--- src/rtl/bridge_ctrl_map.svh ---
// constants of the bridge control configuration block
// assumes 32-bit apb words, byte address = 4 * register index
`ifndef BRIDGE_CTRL_MAP_SVH
`define BRIDGE_CTRL_MAP_SVH
`define IO_LIMIT_UPPER_IDX 8'h32
`define CAP_PTR_IDX 8'h34
`define INT_PIN_IDX 8'h3d
`define BRIDGE_CTRL_IDX 8'h3e
`define EVENT_STATUS_IDX 8'h60
`define EVENT_MASK_IDX 8'h61
`define IO_LIMIT_UPPER_RST 16'h0000
`define CAP_PTR_VALUE 8'hdc
`define INT_PIN_VALUE 8'h00
`define BRIDGE_CTRL_RST 16'h0000
`define BC_PARITY_BIT 0
`define BC_SERR_BIT 1
`define BC_ISA_BIT 2
`define BC_VGA_BIT 3
`define BC_MA_MODE_BIT 5
`define BC_SRST_BIT 6
`define BC_WRITE_MASK 16'h006f
`define EV_PARITY_BIT 0
`define EV_SERR_BIT 1
`define EV_MABORT_BIT 2
`define EVENT_RST 3'h0
`define ISA_SPACE_END 32'h0001_0000
`define VGA_MEM_LO 32'h000a_0000
`define VGA_MEM_HI 32'h000b_ffff
`define VGA_IO1_LO 32'h0000_03b0
`define VGA_IO1_HI 32'h0000_03bb
`define VGA_IO2_LO 32'h0000_03c0
`define VGA_IO2_HI 32'h0000_03df
`define ALL_ONES 32'hffff_ffff
`define IO_LOW_FILL 12'hfff
`endif

--- src/rtl/bridge_ctrl_pkg.sv ---
// types of the bridge control configuration block
// assumes nothing beyond the constants header
package bridge_ctrl_pkg;
  typedef logic [31:0] word_t;
  typedef logic [15:0] half_t;
  typedef logic [2:0] event_t;
endpackage

--- src/rtl/bridge_control_config_regs.sv ---
// bridge control and upper configuration registers behind an apb slave
// assumes a same-clock apb master, eeprom loader and decode requester;
// serr and parity pins arrive from the secondary bus unsynchronised
//
// Notes on behaviour
// io limit bits 31:16 read/write, reset zero
// capability pointer reads fixed dch
// interrupt pin register reads zero
// parity enable bit gates secondary parity reporting
// forward secondary serr only when enabled
// isa mode blocks downstream last 768 bytes
// isa mode forwards upstream last 768 bytes
// eeprom write protect freezes isa bit
// vga enable forwards vga addresses downstream
// abort mode clear hides master abort
// abort mode set gives target abort
// locked master aborts always target abort
// secondary reset bit holds reset output
// never fast back-to-back, bit reads zero
// record received master abort status
// configuration writes to read-only fields ignored
//
// Added by the designer: the APB slave port.
`timescale 1ns/1ns
`include "bridge_ctrl_map.svh"

module bridge_control_config_regs
  import bridge_ctrl_pkg::*;
#(
  parameter int ADDR_W = 12
)
(
  // clock and reset
  input wire logic pclk,
  input wire logic presetn,
  // apb slave
  input wire logic psel,
  input wire logic penable,
  input wire logic pwrite,
  input wire logic [ADDR_W-1:0] paddr,
  input wire logic [31:0] pwdata,
  output logic [31:0] prdata,
  output logic pready,
  output logic pslverr,
  // interrupt
  output logic irq,
  // eeprom loader results
  input wire logic eeprom_load_enable,
  input wire logic eeprom_isa_write_protect,
  // secondary bus pins
  input wire logic secondary_system_error_in_n,
  input wire logic secondary_parity_error_n,
  output logic primary_system_error_out_n,
  output logic secondary_reset_output_n,
  // forwarding decode request
  input wire logic dec_valid,
  input wire logic dec_is_io,
  input wire logic dec_upstream,
  input wire logic [31:0] dec_addr,
  input wire logic [31:0] io_base_addr,
  input wire logic [3:0] io_limit_low,
  output logic dec_done,
  output logic dec_forward,
  // secondary master abort report
  input wire logic sec_mabort,
  input wire logic sec_mabort_read,
  input wire logic sec_mabort_locked,
  output logic abort_target,
  output logic abort_fill,
  output logic abort_discard,
  output logic [31:0] abort_fill_data
);

  if (ADDR_W < 10 || ADDR_W > 32)
  begin : g_bad_addr_w
    $error("ADDR_W must lie between 10 and 32");
  end

  typedef struct packed {
    word_t prdata;
    logic pready;
    logic pslverr;
    logic irq;
    half_t io_limit_upper;
    half_t bridge_ctrl;
    event_t ev_status;
    event_t ev_mask;
    logic serr_s1;
    logic serr_s2;
    logic par_s1;
    logic par_s2;
    logic par_s3;
    logic pserr_n;
    logic srst_n;
    logic dec_done;
    logic dec_forward;
    logic ab_target;
    logic ab_fill;
    logic ab_discard;
    word_t ab_data;
  } state_t;

  state_t r;
  state_t n;

  logic [ADDR_W-3:0] widx;
  logic setup_ph;
  logic write_go;
  logic hit_limit;
  logic hit_cap;
  logic hit_pin;
  logic hit_bc;
  logic hit_st;
  logic hit_mk;
  logic mapped;
  logic isa_locked;
  logic in_window;
  logic isa_alias;
  logic vga_hit;
  logic mode_report;
  event_t ev_set;
  word_t rd_word;
  word_t io_limit_full;
  half_t bc_keep;

  assign widx = paddr[ADDR_W-1:2];

  always_comb
  begin
    n = r;
    setup_ph = psel && !penable;
    write_go = psel && penable && r.pready && pwrite;
    hit_limit = 1'b0;
    hit_cap = 1'b0;
    hit_pin = 1'b0;
    hit_bc = 1'b0;
    hit_st = 1'b0;
    hit_mk = 1'b0;
    if (widx == (ADDR_W-2)'(`IO_LIMIT_UPPER_IDX))
    begin
      hit_limit = 1'b1;
    end
    else if (widx == (ADDR_W-2)'(`CAP_PTR_IDX))
    begin
      hit_cap = 1'b1;
    end
    else if (widx == (ADDR_W-2)'(`INT_PIN_IDX))
    begin
      hit_pin = 1'b1;
    end
    else if (widx == (ADDR_W-2)'(`BRIDGE_CTRL_IDX))
    begin
      hit_bc = 1'b1;
    end
    else if (widx == (ADDR_W-2)'(`EVENT_STATUS_IDX))
    begin
      hit_st = 1'b1;
    end
    else if (widx == (ADDR_W-2)'(`EVENT_MASK_IDX))
    begin
      hit_mk = 1'b1;
    end
    mapped = hit_limit | hit_cap | hit_pin | hit_bc | hit_st | hit_mk;

    // read data selection
    rd_word = '0;
    if (hit_limit)
    begin
      // limit upper read
      rd_word = {16'h0000, r.io_limit_upper};
    end
    else if (hit_cap)
    begin
      // fixed capability pointer
      rd_word = {24'h000000, `CAP_PTR_VALUE};
    end
    else if (hit_pin)
    begin
      // no interrupt pin
      rd_word = {24'h000000, `INT_PIN_VALUE};
    end
    else if (hit_bc)
    begin
      // fast back-to-back reads zero
      rd_word = {16'h0000, r.bridge_ctrl & `BC_WRITE_MASK};
    end
    else if (hit_st)
    begin
      rd_word = {29'h0, r.ev_status};
    end
    else if (hit_mk)
    begin
      rd_word = {29'h0, r.ev_mask};
    end

    // apb answer one cycle after setup
    n.pready = setup_ph && !r.pready;
    if (setup_ph)
    begin
      n.prdata = pwrite ? 32'h0000_0000 : rd_word;
      n.pslverr = !mapped;
    end
    else if (psel && penable && r.pready)
    begin
      n.prdata = 32'h0000_0000;
      n.pslverr = 1'b0;
    end

    // eeprom write protect on isa bit
    isa_locked = eeprom_load_enable && eeprom_isa_write_protect;
    bc_keep = ~`BC_WRITE_MASK;
    if (isa_locked)
    begin
      bc_keep[`BC_ISA_BIT] = 1'b1;
    end

    if (write_go)
    begin
      // read-only fields ignore writes
      if (hit_limit)
      begin
        // limit upper write
        n.io_limit_upper = pwdata[15:0];
      end
      else if (hit_bc)
      begin
        // bit 7 never stored
        n.bridge_ctrl = (pwdata[15:0] & ~bc_keep) | (r.bridge_ctrl & bc_keep);
      end
      else if (hit_mk)
      begin
        n.ev_mask = pwdata[2:0];
      end
    end

    // pin synchronisers
    n.serr_s1 = ~secondary_system_error_in_n;
    n.serr_s2 = r.serr_s1;
    n.par_s1 = ~secondary_parity_error_n;
    n.par_s2 = r.par_s1;
    n.par_s3 = r.par_s2;

    // serr forwarding gate
    n.pserr_n = ~(r.serr_s2 && r.bridge_ctrl[`BC_SERR_BIT]);
    // forced secondary reset
    n.srst_n = ~r.bridge_ctrl[`BC_SRST_BIT];

    // event sources
    ev_set = '0;
    // parity detection gated
    ev_set[`EV_PARITY_BIT] = r.par_s2 && !r.par_s3 && r.bridge_ctrl[`BC_PARITY_BIT];
    ev_set[`EV_SERR_BIT] = r.serr_s2 && r.bridge_ctrl[`BC_SERR_BIT];
    // received master abort
    ev_set[`EV_MABORT_BIT] = sec_mabort;
    // set wins over write-one-clear
    if (write_go && hit_st)
    begin
      n.ev_status = (r.ev_status & ~pwdata[2:0]) | ev_set;
    end
    else
    begin
      n.ev_status = r.ev_status | ev_set;
    end
    n.irq = |(n.ev_status & r.ev_mask);

    // forwarding decode
    io_limit_full = {r.io_limit_upper, io_limit_low, `IO_LOW_FILL};
    in_window = (dec_addr >= io_base_addr) && (dec_addr <= io_limit_full);
    isa_alias = r.bridge_ctrl[`BC_ISA_BIT] && (dec_addr < `ISA_SPACE_END) && (dec_addr[9:8] != 2'b00);
    vga_hit = 1'b0;
    if (dec_is_io)
    begin
      vga_hit = ((dec_addr >= `VGA_IO1_LO) && (dec_addr <= `VGA_IO1_HI))
        || ((dec_addr >= `VGA_IO2_LO) && (dec_addr <= `VGA_IO2_HI));
    end
    else
    begin
      vga_hit = (dec_addr >= `VGA_MEM_LO) && (dec_addr <= `VGA_MEM_HI);
    end
    n.dec_done = dec_valid;
    n.dec_forward = 1'b0;
    if (dec_valid)
    begin
      if (!dec_upstream && r.bridge_ctrl[`BC_VGA_BIT] && vga_hit)
      begin
        // vga forwarded regardless
        n.dec_forward = 1'b1;
      end
      else if (!dec_upstream && dec_is_io)
      begin
        // isa alias blocked downstream
        n.dec_forward = in_window && !isa_alias;
      end
      else if (dec_upstream && dec_is_io)
      begin
        // isa alias forwarded upstream
        n.dec_forward = !in_window || isa_alias;
      end
    end

    // master abort response
    mode_report = r.bridge_ctrl[`BC_MA_MODE_BIT];
    n.ab_target = 1'b0;
    n.ab_fill = 1'b0;
    n.ab_discard = 1'b0;
    n.ab_data = 32'h0000_0000;
    if (sec_mabort)
    begin
      if (sec_mabort_locked)
      begin
        // locked cycles target abort
        n.ab_target = 1'b1;
      end
      else if (mode_report)
      begin
        // report as target abort
        n.ab_target = 1'b1;
      end
      else if (sec_mabort_read)
      begin
        // reads return all ones
        n.ab_fill = 1'b1;
        n.ab_data = `ALL_ONES;
      end
      else
      begin
        // write data discarded
        n.ab_discard = 1'b1;
      end
    end
  end

  always_ff @(posedge pclk or negedge presetn)
  begin
    if (!presetn)
    begin
      r <= '0;
      r.io_limit_upper <= `IO_LIMIT_UPPER_RST;
      r.bridge_ctrl <= `BRIDGE_CTRL_RST;
      r.ev_status <= `EVENT_RST;
      r.ev_mask <= `EVENT_RST;
      r.pserr_n <= 1'b1;
      r.srst_n <= 1'b1;
    end
    else
    begin
      r <= n;
    end
  end

  assign prdata = r.prdata;
  assign pready = r.pready;
  assign pslverr = r.pslverr;
  assign irq = r.irq;
  assign primary_system_error_out_n = r.pserr_n;
  assign secondary_reset_output_n = r.srst_n;
  assign dec_done = r.dec_done;
  assign dec_forward = r.dec_forward;
  assign abort_target = r.ab_target;
  assign abort_fill = r.ab_fill;
  assign abort_discard = r.ab_discard;
  assign abort_fill_data = r.ab_data;

endmodule

--- config.mk ---
export PLATFORM = sky130hd
export DESIGN_NAME = bridge_control_config_regs
export DESIGN_NICKNAME = d
export VERILOG_FILES = /design/src/rtl/bridge_ctrl_pkg.sv /design/src/rtl/bridge_control_config_regs.sv
export VERILOG_INCLUDE_DIRS = /design/src /design/src/rtl
export SDC_FILE = /design/constraint.sdc
export NUM_CORES = 1
export LEC_CHECK = 0
export BUFFER_PORTS_ARGS = -buffer_cell sky130_fd_sc_hd__buf_2
export CAP_MARGIN = 30
export CORE_MARGIN = 2
export CORE_UTILIZATION = 51
export CTS_CLUSTER_DIAMETER = 120
export DETAILED_ROUTE_END_ITERATION = 12
export GPL_ROUTABILITY_DRIVEN = 1
export PLACE_DENSITY = 0.87
export SETUP_SLACK_MARGIN = 0.15
export SLEW_MARGIN = 5
export SYNTH_ARGS = -nofsm -noshare
export SYNTH_HDL_FRONTEND = slang
export SYNTH_SLANG_ARGS = --single-unit
export TNS_END_PERCENT = 10
--- constraint.sdc ---
create_clock -name pclk -period 3.52 [get_ports pclk]
set_input_delay 0.352 -clock pclk [delete_from_list [all_inputs] [get_ports pclk]]
set_output_delay 0.352 -clock pclk [all_outputs]
set_load 0.01 [all_outputs]
Word level (Yosys, flattened, before mapping)
Cells that the tools add are included.

Bits of input ports: 127. RAM bits: 0. Bits in latches: 0. ROM bits: 0. Memories: 0. Register bits: 117. Output and inout bits: 74.

Shifts and indexed selects: 0. $mul: 0. Add/subtract/negate cells: 0. Divide/modulo/power cells: 0. Mux-type cells: 47. Reduce and logical (&&, ||, !) cells: 36. $lt $le $gt $ge: 9. Bitwise gates (word level): 20. Equality and inequality tests: 6.

Operators by type and width (number): $mux W32 (4); $mux W34 (2); $ge A32 B10 Y1 const B (2); $le A32 B10 Y1 const B (2); $eq A10 B6 Y1 const B (4); $mux W35 (1); $mux W1 (33); $and A16 B16 Y16 (2); $ge A32 B20 Y1 const B (1); $ge A32 B32 Y1 (1); $le A32 B20 Y1 const B (1); $le A32 B32 Y1 (1); $lt A32 B17 Y1 const B (1); $logic_and A1 B1 Y1 (21); $eq A10 B7 Y1 const B (2); $mux W16 (1); $not A16 Y16 (1); $or A16 B16 Y16 (1); $mux W7 (2); $mux W3 (3); $mux W8 (1); $logic_not A1 Y1 (7); $and A3 B3 Y3 (2); $not A1 Y1 (6); 9 further kinds (16).

Longest topological paths before layout
Gate-level depths: netlist of run 1.

Depth in word-level cells: 15. Gate-level depth with buffers: 9. Depth with buffers taken out: 9.

Least setup slack after synthesis of run 1
Ideal clock, no wire load.

Path type: register to register. Start point: register r, in the netlist io_limit_full[30]. End point: register r, in the netlist dec_forward. Clock period less this slack: 2.054 ns. Cell stages (with the launch flop): 10. Arrival time: 1.928 ns. Setup time: 0.126 ns. Buffers on the path: 0. Setup slack: 1.466 ns. Data required time: 3.394 ns. Cell sequence: dfrtp_1 inv_1 ha_1 nand4_1 nor4_1 a221o_1 a211oi_1 o22a_1 and2_1 a221o_1.

RTL lines: start: declaration (line bridge_control_config_regs.sv:103) `state_t r;`; start signal: assignment (line bridge_control_config_regs.sv:347) `r <= n;`.

==> metrics.cfg, run 1 <==
[run_status]
status=completed

[critical_path]
path_depth=9
slowest_stage=nor4_1
reg2reg_depth=9
crit_start=io_limit_full[30]
rrSetupSlack_ns=1.16
path_cells=inv_1 > ha_1 > nand4_1 > nor4_1 > a221o_1 > a211oi_1 > o22a_1 > and2_1 > a221o_1
cp.required_ns=3.74
critPathMaxStageDelay_ns=0.46
r2r-start=io_limit_full[30]
critPathKind=register to register
cp.buffers_inverters=1
worst_setup_path_start_kind=register
path_delay_family=simple AND/OR/NAND/NOR gates
cp_common_cell=a221o_1
endpoint_kind=register
r2r-end=dec_forward
cp_max_fo=3
arrival_ns=2.58
crit_path_end=dec_forward

[global_route]
grt_pass1_vias=3563
grt_usage=0.231
grt_pass1_wl_um=16300
grt_max_degree=46
gr-total-overflow=0
antenna_found_initial=0

[synthesis]
synthArstFlopShare=1.00
yosys.cell_types.count=50
synth_warnings=0
seq_area_frac_synth=0.345
synth_edf_count=0
synth_area_per_cell_um2=8.92
syn_area_um2=4290
syn_inst=481
ys.flop_type=dfrtp_1
ys_ff_latch=59

[timing]
clock_skew_ns=0.00614
finalSetupViolCount=0
slew_viol_final=0
setup_tns_ns=0
fmax_ghz=0.424
post-route-period-util=0.671
worst_slack_ns=1.16
tightestPinTransition_ns=0.737
post-route-min-period_ns=2.36
max_slew_margin=0.505
finalHoldViolCount=0
rsz0062_at_grt=false

[clocking]
htreeDepth=3
cts_buffers=9
clkSinkCount=59
insertion_delay_ns=0.33
path_clk_slew_ns=0.07
post_cts_buffers=0
tritoncts=yes
clockBufferDepth=2
hold_buffers=0
cts_root_buf=clkbuf_8
post_cts_resized=0

[routing]
routed_via_density=5.21
ant_nets=0
initialDrtViolationCount=166
firstDrtPassIters=5
wl_per_cell_um=14.5
vias=3733
drc=0
finalWirelength_um=10400

[finish]
fillers=693
register_area_um2=1480
finalNonFillerCells=717
multi_input_area_um2=2130
fin_nets=786
area_delta_synth_final_pct=18.4
drive_gt1_frac=0.328
fin_area_um2=5080
n_antenna_cell=0

[die]
dieArea_um2=9160
pin_count=201
core-area_um2=8180
die_w_um=95.7
rows=33
die_y_um=95.7
initial_core_util=0.525

[power_and_ir_drop]
worst_ir_drop_vdd_v=0.000161
netSwitchingPower_uw=425
p_int_uw=1300
power_density_nw_per_um2=339
clkPwrFrac=0.439
switching_share=0.247
combPwrFrac=0.159
seq_power_share=0.402
leakagePower_uw=0.00288

[place]
dp_slack_ns=1.09
placed_area_um2=4810
dp_cells=699
gp_congestion=0.906
numPortBuffers=166
hpwl_um=8450

[hold_path]
hold_path_class=primary input to register

[job]
drv_cap=0

cell type report:
| class | instances | area share |
|---|---|---|
| clock buffer | 12 | 0.0286 |
| sequential | 59 | 0.291 |
| clock inverter | 4 | 0.0192 |
| inverter | 60 | 0.0443 |
| multi-input combinational | 307 | 0.419 |
| tap | 105 | 0.0259 |
| timing repair buffer | 170 | 0.172 |
how the worst min path moves through the flow:
| stage | start | to | slack, ns | cells past startpoint |
|---|---|---|---|---|
| 2_1_floorplan | presetn | async pin | 0.06 | 0 |
| 3_3_place_gp | n[40] | n[39] | 0.33 | 0 |
| 3_5_place_dp | n[40] | n[39] | 0.33 | 0 |
| 4_1_cts | secondary_system_error_in_n | n[42] | 0.14 | 2 |
| 5_1_grt | secondary_system_error_in_n | n[42] | 0.14 | 2 |
| 6_report | secondary_system_error_in_n | n[42] | 0.15 | 2 |
flip-flops by register name (all words and copies together), names as in the netlist, 3 cells and up, named ones only:
name / flops
r: 12
n: 3
prdata: 16
io_limit_full: 16
cells by family after synthesis:
group / share of synthesized area
AOI/OAI and AO/OA: 0.140
xor gates and xnor gates: 0.00408
adders and majority gates: 0.152
buffers and inverters: 0.173
DFF: 0.345
muxes: 0.0303
other: 0.000874
and+or+nand+nor: 0.156
cell usage after synthesis, types with 2 or more instances:
cell type | instances | area (um^2)
buf_4 | 65 | 488
inv_1 | 60 | 225
dfrtp_1 | 57 | 1430
nand2_1 | 54 | 203
ha_1 | 52 | 651
o21ai_0 | 37 | 185
a21oi_1 | 26 | 130
nor2_1 | 20 | 75.1
nand3_1 | 11 | 55.1
nand4_1 | 11 | 68.8
a22o_1 | 10 | 87.6
mux2_2 | 8 | 90.1
nor3_1 | 7 | 35.0
nor4_1 | 5 | 31.3
a21o_1 | 4 | 30.0
mux2i_1 | 4 | 40.0
nor2b_1 | 4 | 25.0
o211ai_1 | 3 | 22.5
a211oi_1 | 2 | 15.0
a221o_1 | 2 | 20.0
a221oi_1 | 2 | 17.5
a22oi_1 | 2 | 15.0
a32o_1 | 2 | 20.0
and4_1 | 2 | 17.5
buf_2 | 2 | 10.0
clkbuf_1 | 2 | 7.51
dfstp_2 | 2 | 52.6
nor3b_1 | 2 | 15.0
xnor2_1 | 2 | 17.5
power by group through the flow:
| stage | registers (uW) | logic [uW] | clock network [uW] |
|---|---|---|---|
| 2_1_floorplan | 708 | 153 | 0 |
| 3_3_place_gp | 705 | 253 | 0 |
| 3_5_place_dp | 705 | 269 | 0 |
| 4_1_cts | 693 | 270 | 768 |
| 5_1_grt | 694 | 309 | 800 |
| 6_report | 693 | 273 | 755 |
through the flow:
stage / hold slack [ns] / power (uW) / util
2_1_floorplan: 0.0564 / 861 / -
3_3_place_gp: 0.333 / 958 / 0.587
3_5_place_dp: 0.335 / 974 / 0.588
4_1_cts: 0.139 / 1730 / 0.618
5_1_grt: 0.137 / 1800 / 0.622
6_report: 0.154 / 1720 / 0.622
cells in the final DEF, fill, tap and decap left out, types with 2 or more instances in the layout:
| cell | instances |
|---|---|
| a221oi_1 | 2 |
| mux2i_1 | 4 |
| bufinv_16 | 3 |
| o211ai_1 | 3 |
| clkbuf_1 | 2 |
| ha_1 | 52 |
| nand3_1 | 11 |
| nor3_1 | 7 |
| nor2b_1 | 4 |
| a211oi_1 | 2 |
| clkbuf_8 | 10 |
| a22o_1 | 10 |
| nor2_1 | 20 |
| nand4_1 | 11 |
| nand2_1 | 54 |
| and4_1 | 2 |
| xnor2_1 | 2 |
| a21oi_1 | 26 |
| inv_1 | 60 |
| nor4_1 | 5 |
| a32o_1 | 2 |
| nor3b_1 | 2 |
| mux2_2 | 8 |
| dfrtp_1 | 57 |
| buf_4 | 2 |
| conb_1 | 16 |
| a21o_1 | 4 |
| a221o_1 | 2 |
| o21ai_0 | 37 |
| buf_2 | 166 |
| dfstp_2 | 2 |
| a22oi_1 | 2 |
metal layers:
metal	vias to the layer above	track usage	part of all wire
met3	20	0.0556	0.073
met4	0	0.102	0.022
met2	156	0.390	0.49
met5	-	0	0
li1	1834	-	-
met1	1723	0.281	0.42
Power figures use the tool's default switching activity.
==> run 2: changes to the inputs <==
--- a/config.mk
+++ b/config.mk
@@ -9,11 +9,11 @@
 export BUFFER_PORTS_ARGS = -buffer_cell sky130_fd_sc_hd__buf_2
 export CAP_MARGIN = 30
 export CORE_MARGIN = 2
-export CORE_UTILIZATION = 51
+export CORE_UTILIZATION = 48
 export CTS_CLUSTER_DIAMETER = 120
 export DETAILED_ROUTE_END_ITERATION = 12
 export GPL_ROUTABILITY_DRIVEN = 1
-export PLACE_DENSITY = 0.87
+export PLACE_DENSITY = 0.82
 export SETUP_SLACK_MARGIN = 0.15
 export SLEW_MARGIN = 5
 export SYNTH_ARGS = -nofsm -noshare
==> constraint.sdc (replaced) <==
create_clock -name pclk -period 2.4 [get_ports pclk]
set_input_delay 0.24 -clock pclk [delete_from_list [all_inputs] [get_ports pclk]]
set_output_delay 0.24 -clock pclk [all_outputs]
set_load 0.01 [all_outputs]
==> metrics.cfg, run 2 (same netlist as run 1, synthesis figures left out) <==
[timing]
post-route-period-util=0.948
setup_tns_ns=0
finalHoldViolCount=0
clock_skew_ns=0.00807
max_slew_margin=0.521
fmax_ghz=0.440
worst_slack_ns=0.125
finalSetupViolCount=0
rsz0062_at_grt=true
post-route-min-period_ns=2.28
slew_viol_final=0
tightestPinTransition_ns=0.718

[finish]
n_antenna_cell=0
area_delta_synth_final_pct=20.5
fillers=761
final_common_cell=buf_2
drive_gt1_frac=0.353
layout_common_cells=166 x buf_2, 57 x inv_1, 57 x dfrtp_1
multi_input_area_um2=2200
register_area_um2=1480
fin_nets=789
fin_util=0.596

[clocking]
clockBufferDepth=2
cts_root_buf=clkbuf_8
cts_buffers=9
post_cts_buffers=0
htreeDepth=3
clkSinkCount=59
insertion_delay_ns=0.33
tritoncts=yes
hold_buffers=0
path_clk_slew_ns=0.07

[power_and_ir_drop]
power_density_nw_per_um2=484
clkPwrFrac=0.433
netSwitchingPower_uw=609
worst_ir_drop_vdd_v=0.000250
seq_power_share=0.406
leakagePower_uw=0.00289
combPwrFrac=0.161
p_int_uw=1900
switching_share=0.243

[critical_path]
cp_common_cell=a221o_1
critPathKind=register to register
path_cells=inv_2 > ha_4 > nand4_1 > nor4_2 > a221o_1 > a211oi_2 > o22a_1 > and2_4 > a221o_1
critPathMaxStageDelay_ns=0.38
cp_max_fo=3
slowest_stage=nor4_2
endpoint_kind=register
cp.required_ns=2.62
worst_setup_path_start_kind=register
reg2reg_depth=9
arrival_ns=2.49

[global_route]
grt_usage=0.212
grt_pass1_wl_um=16700
grt_pass1_vias=3636
antenna_found_initial=0
grt_max_degree=60
gr-total-overflow=0

[run_status]
status=completed

[routing]
vias=3756
wl_per_cell_um=14.3
routed_via_density=5.20
firstDrtPassIters=4
drc=0
initialDrtViolationCount=107
finalWirelength_um=10400
ant_nets=0

[place]
numPortBuffers=166
dp_slack_ns=0.0939
gp_congestion=0.922
hpwl_um=8500

[die]
dieArea_um2=9710
die_y_um=98.6
die_w_um=98.6
rows=34
initial_core_util=0.495
pin_count=201
core-area_um2=8680

[hold_path]
hold_path_class=primary input to register
worstHoldPathCells=2

[job]
drv_cap=0

run 2: cell types whose count changed in the layout (fill, tap and decap cells not counted), moves of 2 or more:
cell and change:
inv_1 -3, ha_4 +4, buf_4 +4, inv_2 +3
clkinv_2 +2, ha_1 -4
run 2: worst paths after layout:
path | startpoint | end | slack (ns)
setup / recovery | io_limit_full[29] | dec_forward | 0.12
hold / removal | secondary_system_error_in_n | n[42] | 0.04
setup reg to reg | io_limit_full[29] | dec_forward | 0.12
hold reg to reg | n[40] | n[39] | 0.35
max in group asynchronous | presetn | abort_fill_data[30] | 1.88
min in group asynchronous | presetn | io_limit_full[29] | 0.05
run 2: cell type report:
class | count | area share
clock inverter | 5 | 0.0194
clock buffer | 11 | 0.0273
inverter | 60 | 0.0435
timing repair buffer | 173 | 0.173
tap | 108 | 0.0261
multi-input combinational | 307 | 0.425
sequential | 59 | 0.286
run 2: timing repair:
action / CTS / global route
resized for setup: 1 / 10
pin swaps: 1 / 8
cloned: 0 / 0
setup endpoints to repair: 1 / 1
run 2: routing by layer:
| layer | routed length (um) | share of wire | up-vias | GRT usage |
|---|---|---|---|---|
| met4 | 185 | 0.018 | 0 | 0.0769 |
| met2 | 5100 | 0.49 | 135 | 0.360 |
| met1 | 4330 | 0.42 | 1762 | 0.261 |
| met3 | 733 | 0.071 | 15 | 0.0560 |
| met5 | 0 | 0 | - | 0 |
| li1 | - | - | 1844 | - |
run 2: per-stage QoR:
step	power [uW]	hold WS, ns	cell area [um^2]	cells
after detailed placement	1430	0.341	4860	707
after CTS	2520	0.0357	5110	723
final	2510	0.0435	5170	723
after floorplan	1260	-0.0556	4350	496
after global placement	1410	0.336	4860	707
after global routing	2620	0.0372	5170	723
run 2: power by group through the flow:
stage / Clock (uW) / Sequential, uW / Combinational (uW)
finish: 1090 / 1020 / 404
detailed placement: 0 / 1030 / 396
CTS: 1100 / 1020 / 398
global route: 1150 / 1020 / 455
global placement: 0 / 1030 / 374
floorplan: 0 / 1040 / 225
run 2: critical path: cells and delay by family, from the launching register on:
family | cells | cell delay, ns
flops | 1 | 0.37
simple gates | 3 | 0.67
fa+ha+maj | 1 | 0.27
compound gates | 4 | 0.77
buf+inv | 1 | 0.07
==> run 3: changes to the inputs <==
--- a/config.mk
+++ b/config.mk
@@ -9,11 +9,11 @@
 export BUFFER_PORTS_ARGS = -buffer_cell sky130_fd_sc_hd__buf_2
 export CAP_MARGIN = 30
 export CORE_MARGIN = 2
-export CORE_UTILIZATION = 48
+export CORE_UTILIZATION = 40
 export CTS_CLUSTER_DIAMETER = 120
 export DETAILED_ROUTE_END_ITERATION = 12
 export GPL_ROUTABILITY_DRIVEN = 1
-export PLACE_DENSITY = 0.82
+export PLACE_DENSITY = 0.7
 export SETUP_SLACK_MARGIN = 0.15
 export SLEW_MARGIN = 5
 export SYNTH_ARGS = -nofsm -noshare
==> metrics.cfg, run 3 (same netlist as run 1, synthesis figures left out) <==
[run_status]
status=completed

[finish]
area_delta_synth_final_pct=21.5
finalNonFillerCells=754
final_common_cell=buf_2
fin_nets=792
fin_area_um2=5210
drive_gt1_frac=0.358
n_antenna_cell=0
fin_util=0.503
layout_common_cells=166 x buf_2, 57 x inv_1, 57 x dfrtp_1

[routing]
drc=0
wl_met1_um=4710
ant_nets=0
wl_met3_um=690
wl_per_cell_um=14.3
firstDrtPassIters=5
top_layer=met4
vias=3695
routed_via_density=4.90
initialDrtViolationCount=145
finalWirelength_um=10800
route.met2.wl_um=5190

[timing]
slew_viol_final=0
clock_skew_ns=0.00628
finalSetupViolCount=0
post-route-min-period_ns=2.23
finalHoldViolCount=0
fmax_ghz=0.448
tightestPinTransition_ns=0.632
rsz0062_at_grt=true
max_slew_margin=0.578
post-route-period-util=0.931
worst_slack_ns=0.166
setup_tns_ns=0

[critical_path]
cp_max_fo=3
endpoint_kind=register
critPathKind=register to register
arrival_ns=2.45
cp.required_ns=2.62
worst_setup_path_start_kind=register

[clocking]
clockBufferDepth=2
insertion_delay_ns=0.33
htreeDepth=3
tritoncts=yes
cts_buffers=9
cts_root_buf=clkbuf_8
clkSinkCount=59
path_clk_slew_ns=0.07

[die]
initial_core_util=0.414
dieArea_um2=11600
rows=37
core-area_um2=10400
die_y_um=108
pin_count=201
die_w_um=108

[power_and_ir_drop]
power_density_nw_per_um2=428
leakagePower_uw=0.00288
switching_share=0.289
combPwrFrac=0.184
clkPwrFrac=0.360
p_int_uw=1580
netSwitchingPower_uw=646
worst_ir_drop_vdd_v=0.000205
seq_power_share=0.455

[global_route]
grt_usage=0.182
grt_max_degree=57
gr-total-overflow=0
grt_pass1_vias=3585
grt_pass1_wl_um=16500
antenna_found_initial=0

[place]
gp_congestion=0.849
placed_area_um2=4910
hpwl_um=8850
numPortBuffers=166
dp_slack_ns=0.0662
dp_cells=735

[job]
drv_cap=0

[hold_path]
hold_path_class=primary input to register

## run 3: per-stage QoR
| stage | hold WS [ns] | total power [uW] |
|---|---|---|
| after CTS | 0.0340 | 2240 |
| final | 0.0455 | 2230 |
| after global placement | 0.0778 | 1410 |
| after detailed placement | 0.0862 | 1430 |
| after floorplan | -0.0556 | 1260 |
| after global routing | 0.0341 | 2350 |
## run 3: timing repair
item	CTS	global route
setup buffers	0	2
endpoints found under the setup margin	1	1
hold buffers	1	0
resized for setup	2	11
pin swaps	1	7
endpoints found under the hold margin	3	0
## run 3: worst paths after layout
path                                              from                          to  slack [ns]  depth (start not counted)
max in group asynchronous                      presetn  primary_system_error_out_n        1.57                          3
min in group asynchronous                      presetn           io_limit_full[29]        0.27                          2
max reg2reg                          io_limit_full[27]                 dec_forward        0.17                          9
min                        secondary_system_error_in_n                       n[42]        0.05                          2
max                                  io_limit_full[27]                 dec_forward        0.17                          9
min reg2reg                                      n[42]                       r[42]        0.35                          0
## run 3: worst max-delay path: stages (launching register included)
cell and delay (ns):
dfrtp_1 0.34, inv_1 0.08, ha_4 0.28, nand4_1 0.17, nor4_4 0.38, a221o_1 0.21
a211oi_2 0.04, o22a_1 0.19, and2_1 0.13, a221o_1 0.28
## run 3: layout make-up
cell class                      instances  area, um^2
Timing Repair Buffer                  176         933
Inverter                               60         225
Clock inverter                          6        41.3
Tap cell                              136         170
Sequential cell                        59        1480
Multi-Input combinational cell        307        2230
Fill cell                             990        5160
Clock buffer                           10         138
## run 3: power groups by stage
stage               combinational (uW)  clock [uW]  sequential (uW)
finish                             411         804             1020
detailed placement                 400           0             1030
global placement                   379           0             1030
CTS                                403         821             1020
global route                       462         868             1020
floorplan                          225           0             1040
## run 3: layer usage
layer	global-route usage	vias up
met2	0.305	141
met1	0.227	1694
met3	0.0418	15
li1	-	1845
met4	0.0742	0
met5	0	-
